--- src/core/mss_pkg.sv ---
/*
 * mss_pkg: shared constants, timing counts and state types for the
 * motion sensor serial port (sensor end and host end).
 * Assumes a 10 MHz system clock on both ends.
 */
package mss_pkg;
    // -------------------------------------------------------------
    // register addresses and byte layout
    // -------------------------------------------------------------
    localparam logic [6:0] MOTION_ADDR = 7'h02;
    localparam logic [6:0] DX_L_ADDR = 7'h03;
    localparam logic [6:0] DX_H_ADDR = 7'h04;
    localparam logic [6:0] DY_L_ADDR = 7'h05;
    localparam logic [6:0] DY_H_ADDR = 7'h06;
    localparam logic [6:0] BURST_ADDR = 7'h50;
    localparam int DIR_BIT = 7;
    localparam int MOT_BIT = 7;
    localparam int BURST_BYTES = 14;
    localparam logic [3:0] ALL_DELTAS_READ = 4'hF;
    localparam logic [7:0] RESET_BYTE = 8'h00;
    localparam logic [15:0] RESET_WORD = 16'h0000;

    // -------------------------------------------------------------
    // timing, in ns and in system clock cycles
    // -------------------------------------------------------------
    localparam int CLK_PERIOD_NS = 100;
    localparam int SCLK_HALF_NS = 800;
    localparam int READ_ADDR_TO_DATA_GAP_NS = 100000;
    localparam int READ_TO_READ_GAP_NS = 20000;
    localparam int READ_TO_WRITE_GAP_NS = 20000;
    localparam int WRITE_GAP_NS = 20000;
    localparam int BURST_EXIT_HOLD_NS = 500;
    localparam int FRAME_WAIT_NS = 500000;

    // least time, rounded up, never below one cycle
    function automatic int cyc_min(input int ns);
        int c;
        c = (ns + CLK_PERIOD_NS - 1) / CLK_PERIOD_NS;
        return (c < 1) ? 1 : c;
    endfunction

    function automatic int max2(input int a, input int b);
        return (a > b) ? a : b;
    endfunction

    localparam int SCLK_HALF_CYC = cyc_min(SCLK_HALF_NS);
    localparam int RAD_CYC = cyc_min(READ_ADDR_TO_DATA_GAP_NS);
    localparam int FRAME_CYC = cyc_min(FRAME_WAIT_NS);
    localparam int GAP_CYC = max2(max2(cyc_min(READ_TO_READ_GAP_NS), cyc_min(READ_TO_WRITE_GAP_NS)),
        max2(cyc_min(WRITE_GAP_NS), cyc_min(BURST_EXIT_HOLD_NS)));

    // -------------------------------------------------------------
    // state types
    // -------------------------------------------------------------
    typedef enum logic [2:0] {
        MSS_D_IDLE = 3'b000,
        MSS_D_ADDR = 3'b001,
        MSS_D_WDATA = 3'b010,
        MSS_D_RDATA = 3'b011,
        MSS_D_BURST = 3'b100,
        MSS_D_LOCK = 3'b101
    } mss_dst_e;

    typedef enum logic [2:0] {
        MSS_H_IDLE = 3'b000,
        MSS_H_START = 3'b001,
        MSS_H_LOW = 3'b010,
        MSS_H_HIGH = 3'b011,
        MSS_H_WAIT = 3'b100,
        MSS_H_END = 3'b101
    } mss_hst_e;
endpackage

--- src/core/mss_if.sv ---
/*
 * mss_if: the four-wire serial link between host and sensor.
 * The shared data-out wire idles high when the sensor does not drive it.
 */
`timescale 1ns/10ps
`default_nettype none
interface mss_if;
    logic sclk;
    logic mosi;
    logic port_select_n;
    logic miso_dat;
    logic miso_oe;
    logic miso;

    // resolved data-out wire, pulled high when released
    assign miso = miso_oe ? miso_dat : 1'b1;

    modport host (output sclk, output mosi, output port_select_n, input miso);
    modport sensor (input sclk, input mosi, input port_select_n, output miso_dat, output miso_oe);
endinterface
`default_nettype wire

--- src/core/mss_sensor.sv ---
/*
 * mss_sensor: sensor end of the serial port, with motion accumulation,
 * motion pin and motion burst snapshot.
 * Assumes the link pins come from another clock domain and that user-side
 * inputs are on ref_clk_i; reg_rdata_i follows reg_addr_o combinationally.
 */
// Notes on behaviour
// - sensor only answers, never starts transfers
// - select high: ignore inputs, release data out
// - motion pin low while motion bit set
// - reading all deltas or motion write clears
// - select rising aborts, port returns idle
// - host keeps gaps even after abort
// - host frames each transaction with select
// - after burst, port locked until select rises
// - write is address byte, MSB one, data
// - data in sampled on clock rising edges
// - read is address MSB zero, data back
// - data out changes on clock falling edges
// - host keeps write-to-write gap
// - host keeps write-to-read gap
// - host pauses clock before read data
// - host keeps gap after each read
// - burst streams bytes without addresses or gaps
// - burst starts with address 0x50
// - host waits one frame before burst data
// - burst report snapshot at last address bit
// - fourteen burst bytes in fixed order
// - no transaction after burst until select reset
// - host clears residual motion after bursts (mss_host does not; the burst's delta byte reads clear it in the sensor)
`timescale 1ns/10ps
`default_nettype none
module mss_sensor (
    // clock and reset
    input wire logic ref_clk_i,
    input wire logic reset_n_i,
    // serial link
    mss_if.sensor link,
    // motion input
    input wire logic delta_add_i,
    input wire logic [15:0] delta_x_i,
    input wire logic [15:0] delta_y_i,
    // frame statistics
    input wire logic [7:0] observation_i,
    input wire logic [7:0] surface_quality_i,
    input wire logic [7:0] pixel_sum_i,
    input wire logic [7:0] max_pixel_i,
    input wire logic [7:0] min_pixel_i,
    input wire logic [15:0] shutter_i,
    input wire logic [15:0] frame_period_i,
    // other registers
    output logic [6:0] reg_addr_o,
    output logic reg_wr_o,
    output logic [7:0] reg_wdata_o,
    input wire logic [7:0] reg_rdata_i,
    // motion pin
    output logic motion_n_o
);
    import mss_pkg::*;

    // ------------------------------------------------------------
    // state
    // ------------------------------------------------------------
    typedef struct packed {
        mss_dst_e st;
        logic [2:0] cnt;
        logic [7:0] a;
        logic [7:0] sh;
        logic [3:0] bidx;
        logic [BURST_BYTES-1:0][7:0] snap;
        logic sclk_p;
        logic miso;
        logic oe;
        logic [15:0] dx;
        logic [15:0] dy;
        logic mot;
        logic mot_n;
        logic [3:0] rmask;
        logic [6:0] raddr;
        logic wr;
        logic [7:0] wdata;
    } mss_dev_s;

    localparam mss_dev_s DEV_RST = '{
        st: MSS_D_IDLE, cnt: 3'h0, a: RESET_BYTE, sh: RESET_BYTE,
        bidx: 4'h0, snap: '0, sclk_p: 1'b1, miso: 1'b0, oe: 1'b0,
        dx: RESET_WORD, dy: RESET_WORD, mot: 1'b0, mot_n: 1'b1,
        rmask: 4'h0, raddr: 7'h00, wr: 1'b0, wdata: RESET_BYTE};

    mss_dev_s q;
    mss_dev_s d;
    logic [2:0] pins_s;
    logic sclk_s;
    logic mosi_s;
    logic sel_n_s;
    logic rise;
    logic fall;
    logic clr;
    logic [7:0] nxt;
    logic [7:0] byt;

    // ------------------------------------------------------------
    // helpers
    // ------------------------------------------------------------
    // register read for the single-byte path
    function automatic logic [7:0] rd_fn(input logic [6:0] ad, input logic m,
            input logic [15:0] x, input logic [15:0] y, input logic [7:0] ext);
        case (ad)
            MOTION_ADDR: rd_fn = {m, 7'h00};
            DX_L_ADDR: rd_fn = x[7:0];
            DX_H_ADDR: rd_fn = x[15:8];
            DY_L_ADDR: rd_fn = y[7:0];
            DY_H_ADDR: rd_fn = y[15:8];
            default: rd_fn = ext;
        endcase
    endfunction

    // which delta byte a read consumes
    function automatic logic [3:0] mask_fn(input logic [6:0] ad);
        case (ad)
            DX_L_ADDR: mask_fn = 4'h1;
            DX_H_ADDR: mask_fn = 4'h2;
            DY_L_ADDR: mask_fn = 4'h4;
            DY_H_ADDR: mask_fn = 4'h8;
            default: mask_fn = 4'h0;
        endcase
    endfunction

    // ------------------------------------------------------------
    // pin sampling
    // ------------------------------------------------------------
    mss_sync #(.W(3), .INIT(3'b101)) u_sync (
        .ref_clk_i(ref_clk_i),
        .reset_n_i(reset_n_i),
        .d_i({link.sclk, link.mosi, link.port_select_n}),
        .q_o(pins_s)
    );

    // edges of the sampled serial clock
    assign sclk_s = pins_s[2];
    assign mosi_s = pins_s[1];
    assign sel_n_s = pins_s[0];
    assign rise = sclk_s & ~q.sclk_p;
    assign fall = ~sclk_s & q.sclk_p;
    assign nxt = {q.a[6:0], mosi_s};
    assign clr = (q.rmask == ALL_DELTAS_READ) | (q.wr & (q.raddr == MOTION_ADDR));

    // ------------------------------------------------------------
    // next state
    // ------------------------------------------------------------
    always_comb begin
        d = q;
        byt = q.sh;
        d.sclk_p = sclk_s;
        d.wr = 1'b0;
        if (sel_n_s) begin
            d.st = MSS_D_IDLE;
            d.cnt = 3'h0;
            d.oe = 1'b0;
        end else begin
            case (q.st)
                MSS_D_IDLE: begin
                    d.st = MSS_D_ADDR;
                    d.cnt = 3'h0;
                end
                MSS_D_ADDR: begin
                    if (rise) begin
                        d.a = nxt;
                        d.cnt = q.cnt + 3'h1;
                        if (q.cnt == 3'h7) begin
                            d.raddr = nxt[6:0];
                            if (nxt[DIR_BIT]) begin
                                d.st = MSS_D_WDATA;
                            end else if (nxt[6:0] == BURST_ADDR) begin
                                d.st = MSS_D_BURST;
                                d.bidx = 4'h0;
                                d.snap[0] = {q.mot, 7'h00};
                                d.snap[1] = observation_i;
                                d.snap[2] = q.dx[7:0];
                                d.snap[3] = q.dx[15:8];
                                d.snap[4] = q.dy[7:0];
                                d.snap[5] = q.dy[15:8];
                                d.snap[6] = surface_quality_i;
                                d.snap[7] = pixel_sum_i;
                                d.snap[8] = max_pixel_i;
                                d.snap[9] = min_pixel_i;
                                d.snap[10] = shutter_i[15:8];
                                d.snap[11] = shutter_i[7:0];
                                d.snap[12] = frame_period_i[15:8];
                                d.snap[13] = frame_period_i[7:0];
                            end else begin
                                d.st = MSS_D_RDATA;
                            end
                        end
                    end
                end
                MSS_D_WDATA: begin
                    if (rise) begin
                        d.a = nxt;
                        d.cnt = q.cnt + 3'h1;
                        if (q.cnt == 3'h7) begin
                            d.wdata = nxt;
                            d.wr = 1'b1;
                            d.st = MSS_D_ADDR;
                        end
                    end
                end
                MSS_D_RDATA, MSS_D_BURST: begin
                    if (fall) begin
                        if (q.cnt == 3'h0) begin
                            if (q.st == MSS_D_RDATA) begin
                                byt = rd_fn(q.raddr, q.mot, q.dx, q.dy, reg_rdata_i);
                                d.rmask = q.rmask | mask_fn(q.raddr);
                            end else begin
                                byt = q.snap[q.bidx];
                                d.rmask = q.rmask | mask_fn(7'(q.bidx) + 7'h01);
                                d.bidx = q.bidx + 4'h1;
                            end
                        end
                        d.miso = byt[7];
                        d.sh = {byt[6:0], 1'b0};
                        d.oe = 1'b1;
                    end else if (rise) begin
                        d.cnt = q.cnt + 3'h1;
                        if (q.cnt == 3'h7) begin
                            if (q.st == MSS_D_RDATA) begin
                                d.st = MSS_D_ADDR;
                                d.oe = 1'b0;
                            end else if (q.bidx == 4'(BURST_BYTES)) begin
                                d.st = MSS_D_LOCK;
                                d.oe = 1'b0;
                            end
                        end
                    end
                end
                MSS_D_LOCK: begin
                    d.oe = 1'b0;
                end
                default: begin
                    d.st = MSS_D_IDLE;
                end
            endcase
        end
        // motion accumulation; a new delta wins over a clear
        if (clr) begin
            d.dx = RESET_WORD;
            d.dy = RESET_WORD;
            d.mot = 1'b0;
            d.rmask = 4'h0;
        end
        if (delta_add_i) begin
            d.dx = d.dx + delta_x_i;
            d.dy = d.dy + delta_y_i;
            d.mot = 1'b1;
        end
        d.mot_n = ~d.mot;
    end

    // ------------------------------------------------------------
    // state register
    // ------------------------------------------------------------
    always_ff @(posedge ref_clk_i or negedge reset_n_i) begin
        if (!reset_n_i) begin
            q <= DEV_RST;
        end else begin
            q <= d;
        end
    end

    // outputs straight from the state
    assign link.miso_dat = q.miso;
    assign link.miso_oe = q.oe;
    assign reg_addr_o = q.raddr;
    assign reg_wr_o = q.wr;
    assign reg_wdata_o = q.wdata;
    assign motion_n_o = q.mot_n;
endmodule
`default_nettype wire

--- src/core/mss_sync.sv ---
/*
 * mss_sync: two-flop synchroniser for a vector of independent levels.
 * Assumes each bit is a slow level; no word coherence is given.
 */
`timescale 1ns/10ps
`default_nettype none
module mss_sync #(
    parameter int W = 1,
    parameter logic [W-1:0] INIT = '0
) (
    // clock and reset
    input wire logic ref_clk_i,
    input wire logic reset_n_i,
    // levels
    input wire logic [W-1:0] d_i,
    output logic [W-1:0] q_o
);
    typedef struct packed {
        logic [W-1:0] s1;
        logic [W-1:0] s2;
    } mss_sync_s;

    mss_sync_s q;
    mss_sync_s d;

    // first stage feeds only the second
    always_comb begin
        d.s1 = d_i;
        d.s2 = q.s1;
    end

    always_ff @(posedge ref_clk_i or negedge reset_n_i) begin
        if (!reset_n_i) begin
            q <= '{s1: INIT, s2: INIT};
        end else begin
            q <= d;
        end
    end

    assign q_o = q.s2;
endmodule
`default_nettype wire

--- src/flat_wrapper.sv ---
// flat-port wrapper written by rule: the top's interface ports become plain ports
module mss_sensor_flat import mss_pkg::*;
  (ref_clk_i, reset_n_i, delta_add_i, delta_x_i, delta_y_i, observation_i, surface_quality_i, pixel_sum_i, max_pixel_i, min_pixel_i, shutter_i, frame_period_i, reg_addr_o, reg_wr_o, reg_wdata_o, reg_rdata_i, motion_n_o, link_sclk, link_mosi, link_port_select_n, link_miso_dat, link_miso_oe);
  mss_if link_i ();
  input wire logic ref_clk_i;
  input wire logic reset_n_i;
  input wire logic delta_add_i;
  input wire logic [15:0] delta_x_i;
  input wire logic [15:0] delta_y_i;
  input wire logic [7:0] observation_i;
  input wire logic [7:0] surface_quality_i;
  input wire logic [7:0] pixel_sum_i;
  input wire logic [7:0] max_pixel_i;
  input wire logic [7:0] min_pixel_i;
  input wire logic [15:0] shutter_i;
  input wire logic [15:0] frame_period_i;
  output logic [6:0] reg_addr_o;
  output logic reg_wr_o;
  output logic [7:0] reg_wdata_o;
  input wire logic [7:0] reg_rdata_i;
  output logic motion_n_o;
  input wire logic [$bits(link_i.sclk)-1:0] link_sclk;
  input wire logic [$bits(link_i.mosi)-1:0] link_mosi;
  input wire logic [$bits(link_i.port_select_n)-1:0] link_port_select_n;
  output wire logic [$bits(link_i.miso_dat)-1:0] link_miso_dat;
  output wire logic [$bits(link_i.miso_oe)-1:0] link_miso_oe;
  assign link_i.sclk = link_sclk;
  assign link_i.mosi = link_mosi;
  assign link_i.port_select_n = link_port_select_n;
  assign link_miso_dat = link_i.miso_dat;
  assign link_miso_oe = link_i.miso_oe;
  mss_sensor u_core (.ref_clk_i(ref_clk_i), .reset_n_i(reset_n_i), .link(link_i), .delta_add_i(delta_add_i), .delta_x_i(delta_x_i), .delta_y_i(delta_y_i), .observation_i(observation_i), .surface_quality_i(surface_quality_i), .pixel_sum_i(pixel_sum_i), .max_pixel_i(max_pixel_i), .min_pixel_i(min_pixel_i), .shutter_i(shutter_i), .frame_period_i(frame_period_i), .reg_addr_o(reg_addr_o), .reg_wr_o(reg_wr_o), .reg_wdata_o(reg_wdata_o), .reg_rdata_i(reg_rdata_i), .motion_n_o(motion_n_o));
endmodule
--- config.mk ---
export PLATFORM = sky130hd
export DESIGN_NAME = mss_sensor_flat
export DESIGN_NICKNAME = d
export VERILOG_FILES = /design/src/core/mss_pkg.sv /design/src/core/mss_if.sv /design/src/core/mss_sensor.sv /design/src/core/mss_sync.sv /design/src/flat_wrapper.sv
export SDC_FILE = /design/constraint.sdc
export NUM_CORES = 1
export LEC_CHECK = 0
export ABC_AREA = 1
export BUFFER_PORTS_ARGS = -buffer_cell sky130_fd_sc_hd__buf_2
export CAP_MARGIN = 20
export CORE_MARGIN = 5
export CORE_UTILIZATION = 25
export DETAILED_ROUTE_END_ITERATION = 8
export HOLD_SLACK_MARGIN = 0.12
export PLACE_DENSITY = 0.43
export RECOVER_POWER = 25
export SETUP_SLACK_MARGIN = 0.3
export SYNTH_ARGS = -nofsm -noshare
export SYNTH_HDL_FRONTEND = slang
export SYNTH_SLANG_ARGS = --single-unit
--- constraint.sdc ---
create_clock -name ref_clk_i -period 7.2 [get_ports ref_clk_i]
set_input_delay 0.72 -clock ref_clk_i [delete_from_list [all_inputs] [get_ports ref_clk_i]]
set_output_delay 0.72 -clock ref_clk_i [all_outputs]
set_load 0.01 [all_outputs]
Word-level counts from Yosys, hierarchy flattened
Cells that the tools add are included.
{"block": "totals", "ram_bits": 0, "word_cells": 169, "mem_count": 0, "latchBits": 0, "mem_bits_ro": 0, "reg_bits": 192, "out_inout_bits": 19, "input_bits": 118}
{"block": "op_classes", "addsub": 5, "mux": 61, "n_eq_ne": 39, "shift": 0, "div_mod_pow": 0, "n_lt_le_gt_ge": 1, "mul": 0, "n_reduce_logical": 20, "n_bitwise": 11}
{"op": "$mux 116", "count": 4}
{"op": "$mux 4", "count": 18}
{"op": "$mux 33", "count": 2}
{"op": "$eq 7x3->1 const B", "count": 6}
{"op": "$pmux 8 s5", "count": 1}
{"op": "$add 16x16->16", "count": 2}
{"op": "$bmux 8 s4", "count": 1}
{"op": "$pmux 4 s4", "count": 2}
{"op": "$mux 14", "count": 2}
{"op": "$mux 9", "count": 3}
{"op": "$mux 8", "count": 3}
{"op": "$eq 7x2->1 const B", "count": 3}
{"op": "$mux 3", "count": 7}
{"op": "$mux 7", "count": 3}
{"op": "$mux 20", "count": 1}
{"op": "$reduce_and 4->1", "count": 5}
{"op": "$mux 6", "count": 3}
{"op": "$ne 3x2->1 const B", "count": 6}
{"op": "$reduce_and 9->1", "count": 2}
{"op": "$pmux 3 s5", "count": 1}
{"op": "$ne 2x1->1 const B", "count": 7}
{"op": "$pmux 7 s2", "count": 1}
{"op": "$ne 4x2->1 const B", "count": 3}
{"op": "$pmux 3 s4", "count": 1}
{"op": "other kinds (27)", "count": 50}

Logic depth before layout (Yosys ltp)
{"block": "logic_depth", "depth_word": 15, "mapped_depth": 18, "depth_no_buf": 17}

Cells and area by module
From an unflattened synthesis, not the netlist that was laid out.
{"block": "hier_totals", "hier_cells": 1418, "area_unflattened_um2": 11368.4}
{"mod": "mss_sensor", "area_each_um2": 11213.3, "instances": 1, "seq_area_each_um2": 4657.0, "cells_per_inst": 1412}
{"mod": "mss_sync", "area_each_um2": 155.1, "instances": 1, "seq_area_each_um2": 155.1, "cells_per_inst": 6}

Least setup slack after synthesis
Ideal clock, no wire load.
{"block": "synth_path", "path_type": "flip-flop to flip-flop", "start": "register u_core.q, in the netlist u_core.reg_addr_o[0]", "end": "register u_core.q[36] (netlist bit)", "synth_period_minus_slack_ps": 2670, "t_arrival_ps": 2552, "stages_incl_launch_ff": 17, "setup_ps": 118, "required_time_ps": 7082, "setup_slack_ps": 4530, "n_path_buf": 1, "path_cell_list": "dfrtp_1 > inv_2 > nand2_1 > nor2_1 > nand3_1 > nand2_1 > buf_2 > nor2_1 > ha_1 > fa_1 > nand3_1 > nand2_1 > a21boi_0 > or2_2 > nand3b_1 > nand3_1 > nand2_1"}
{"item": "start: declaration", "line_no": "mss_sensor.sv:90", "text": "mss_dev_s q;"}
{"item": "start signal: assignment", "line_no": "mss_sensor.sv:264", "text": "q <= DEV_RST;"}
{"item": "start signal: assignment", "line_no": "mss_sensor.sv:266", "text": "q <= d;"}

==> flow_metrics.env <==
export IMPL_worstPathMaxFanout=73
export IMPL_postCtsHoldBufs=0
export IMPL_synth_cells=1548
export IMPL_period_share_pct=61.0
export IMPL_final_nets=1794
export IMPL_cap_violations=1
export IMPL_fill_cells=5116
export IMPL_antenna_left=0
export IMPL_power_switching_mw=1.45
export IMPL_slowest_delay_ps=2950
export IMPL_postSynthAreaPerCell_um2=7.53
export IMPL_grt_max_degree=190
export IMPL_die_area_um2=51100
export IMPL_synth_edff_count=0
export IMPL_crit_arrival_ps=4800
export IMPL_yosysSeqAreaShare_pct=41.3
export IMPL_slowest_stage="clkbuf_1"
export IMPL_grt_pass1_wl_um=55400
export IMPL_status="finished, violations left"
export IMPL_worst_r2r_path_depth=16
export IMPL_dp_cells=2221
export IMPL_relSlewSlack_pct=-187
export IMPL_start_kind="primary input"
export IMPL_vdd_ir_drop_max_v=0.000174
export IMPL_drive_gt1_share_pct=17.5
export IMPL_powerDensity_nw_per_um2=278
export IMPL_required_ps=7600
export IMPL_stdcell_count=2253
export IMPL_cts_tree="yes"
export IMPL_rr_endpoint="u_core.q[36]"
export IMPL_port_buffers=136
export IMPL_synthTopCellsByArea="dfrtp_1 40%, nand2_1 15%, o21ai_2 6.8%, inv_1 5.6%, nand3_1 5.6%"
export IMPL_dr_pass1_iters=5
export IMPL_netlist_area_um2=11700
export IMPL_grt_overflow_total=0
export IMPL_fin_skew_ps=16.3
export IMPL_initial_core_util_pct=25.1
export IMPL_routedWlPerCell_um=15.6
export IMPL_end_kind="async pin"
export IMPL_clkPwrFrac_pct=26.6
export IMPL_vias=9921
export IMPL_final_util_pct=28.5
export IMPL_gp_congestion=0.836
export IMPL_die_h_um=226
export IMPL_clockRootBuffer="clkbuf_16"
export IMPL_startpoint="reset_n_i"
export IMPL_cts_path_max_buffers=2
export IMPL_setup_viol=0
export IMPL_synth_distinct_cells=49
export IMPL_rsz0062_at_grt="false"
export IMPL_drc=0
export IMPL_antenna_found_initial=0
export IMPL_tightest_slew_ps=4300
export IMPL_core_area_um2=46400
export IMPL_clkSlewWorstSetupHoldPaths_ps=70
export IMPL_io_pins=137
export IMPL_syn_nets=1709
export IMPL_insertedDiodeCount=0
export IMPL_ff2ff_setup_slack_ps=3850
export IMPL_worstSetupEndpoint="u_core.q[169]"
export IMPL_cts_num_sinks=192
export IMPL_grt_use_total_pct=13.8
export IMPL_htreeDepth=4
export IMPL_worst_path_stages=2
export IMPL_die_w_um=226
export IMPL_postCtsSetupBuffers=0
export IMPL_viasPerCell=4.40
export IMPL_syn2layout_area_growth_pct=13.3
export IMPL_clock_latency_ps=460
export IMPL_synth_area_leader_cell="dfrtp_1"
export IMPL_period_minus_slack_ps=4390
export IMPL_hold_depth=0
export IMPL_worstSetupPathType="primary input to async pin"
export IMPL_min_path_type="flip-flop to flip-flop"
export IMPL_hold_viol_final=0
export IMPL_p_sw_share_pct=39.5
export IMPL_rows=79
export IMPL_violations="max-capacitance violations, max-slew violations"
export IMPL_worst_path_buf_inv=2
export IMPL_share_comb_of_total_power_pct=37.0
export IMPL_cts_inserted_buffers=17
export IMPL_synth_top_area_share_pct=39.9
export IMPL_ys_ff_latch=192
export IMPL_max_freq_mhz=228
export IMPL_dp_hpwl_um=26200
export IMPL_ys_flop_type="dfrtp_1"
export IMPL_internal_power_mw=2.22
export IMPL_cts_resized=0
export IMPL_setup_tns_ps=0
export IMPL_leakage_nw=6.87
export IMPL_drt_iter0_markers=716
export IMPL_synth_top_cells_by_count="452 x nand2_1, 186 x dfrtp_1, 175 x inv_1, 151 x nor2_1, 130 x nand3_1"
export IMPL_reg2reg_from="u_core.reg_addr_o[4]"
export IMPL_finalWirelength_um=35100
export IMPL_synth_warnings=0
export IMPL_grt_pass1_vias=9815
export IMPL_yosysMostFrequentCell="nand2_1"
export IMPL_maxSlewViolCount=74
export IMPL_ys_async_sr_fraction_pct=100
export IMPL_crit_chain="clkbuf_1 > buf_4"
export IMPL_cpLargestDelayFamily="buffers and inverters"
export IMPL_sequentialPowerShare_pct=36.4
worst min path at each step:
stage,from,end,slack [ps]
floorplan,u_core.u_sync.d[1],u_core.u_sync.q_o[1],330
global placement,u_core.u_sync.d[1],u_core.u_sync.q_o[1],340
detailed placement,u_core.u_sync.d[1],u_core.u_sync.q_o[1],340
CTS,reset_n_i,u_core.q[130],300
global route,link_port_select_n,u_core.u_sync.d[0],340
finish,u_core.u_sync.d[1],u_core.u_sync.q_o[1],350
stage by stage:
step	total power, mW	area [µm²]	worst slack [ps]	hold slack [ps]
floorplan	2.30	11700	4530	331
global placement	2.73	12700	3930	339
detailed placement	2.73	12700	3870	336
CTS	3.73	13200	3840	301
global route	3.97	13200	1880	345
finish	3.67	13200	2810	350
placed cells by master (no fill, tap or decap), drive strengths merged:
| master | n |
|---|---|
| a21oi | 45 |
| a21o | 3 |
| o21bai | 4 |
| and2 | 2 |
| xnor2 | 14 |
| inv | 185 |
| clkinvlp | 1 |
| fa | 2 |
| o21ai | 190 |
| nand2 | 456 |
| or2 | 6 |
| xor2 | 3 |
| ha | 41 |
| a31oi | 3 |
| nor3 | 3 |
| nand4 | 13 |
| nor2 | 157 |
| nand3b | 10 |
| o22ai | 1 |
| o211ai | 1 |
| clkinv | 6 |
| a211oi | 1 |
| o21a | 2 |
| nand2b | 1 |
| dfstp | 6 |
| clkbuf | 32 |
| dfrtp | 186 |
| bufinv | 2 |
| buf | 134 |
| nand3 | 132 |
| nor4 | 2 |
| a21boi | 2 |
final cells by class:
class                      count  area [µm²]  share of cell area [%]
clock inverter                 9         109                   0.824
inverter                     185         696                    5.27
tap                          607         759                    5.75
sequential                   192        4810                    36.4
multi-input combinational   1094        5620                    42.5
clock buffer                  23         478                    3.62
timing repair buffer         143         734                    5.56
per-layer routing:
metal  track usage, %  wire, µm  vias to the layer above
met5                0         0                        -
met4             3.94       617                        0
met3             2.05      1390                       30
met2             21.3     15400                      188
met1             20.1     17600                     4627
li1                 -         -                     5076
cell families (layout without fill, tap and decap cells):
| kind of cell | count (synthesis) | in the layout | synth area share [%] |
|---|---|---|---|
| AO/OA/AOI/OAI | 252 | 252 | 14.1 |
| adder cells (fa/ha/maj) | 43 | 43 | 4.74 |
| AND/OR/NAND/NOR | 782 | 782 | 28.1 |
| XOR/XNOR | 17 | 17 | 1.34 |
| buffers and inverters | 262 | 360 | 10.5 |
| flip-flops | 192 | 192 | 41.3 |
registers in the layout (all words and copies together) (netlist names):
signal	flops
u_core.reg_wr_o	1
u_core.nxt	7
u_core.link.miso_dat	1
u_core.motion_n_o	1
u_core.u_sync.q_o	3
u_core.u_sync.d	3
u_core.reg_addr_o	7
u_core.link.miso_oe	1
u_core.reg_wdata_o	8
u_core.q	160
power groups by stage:
stage | clock [mW] | combinational (mW) | sequential [mW]
floorplan | 0 | 0.995 | 1.30
global placement | 0 | 1.37 | 1.36
detailed placement | 0 | 1.37 | 1.36
CTS | 1.01 | 1.38 | 1.34
global route | 1.06 | 1.56 | 1.35
finish | 0.979 | 1.36 | 1.34
Power figures use the tool's default switching activity.
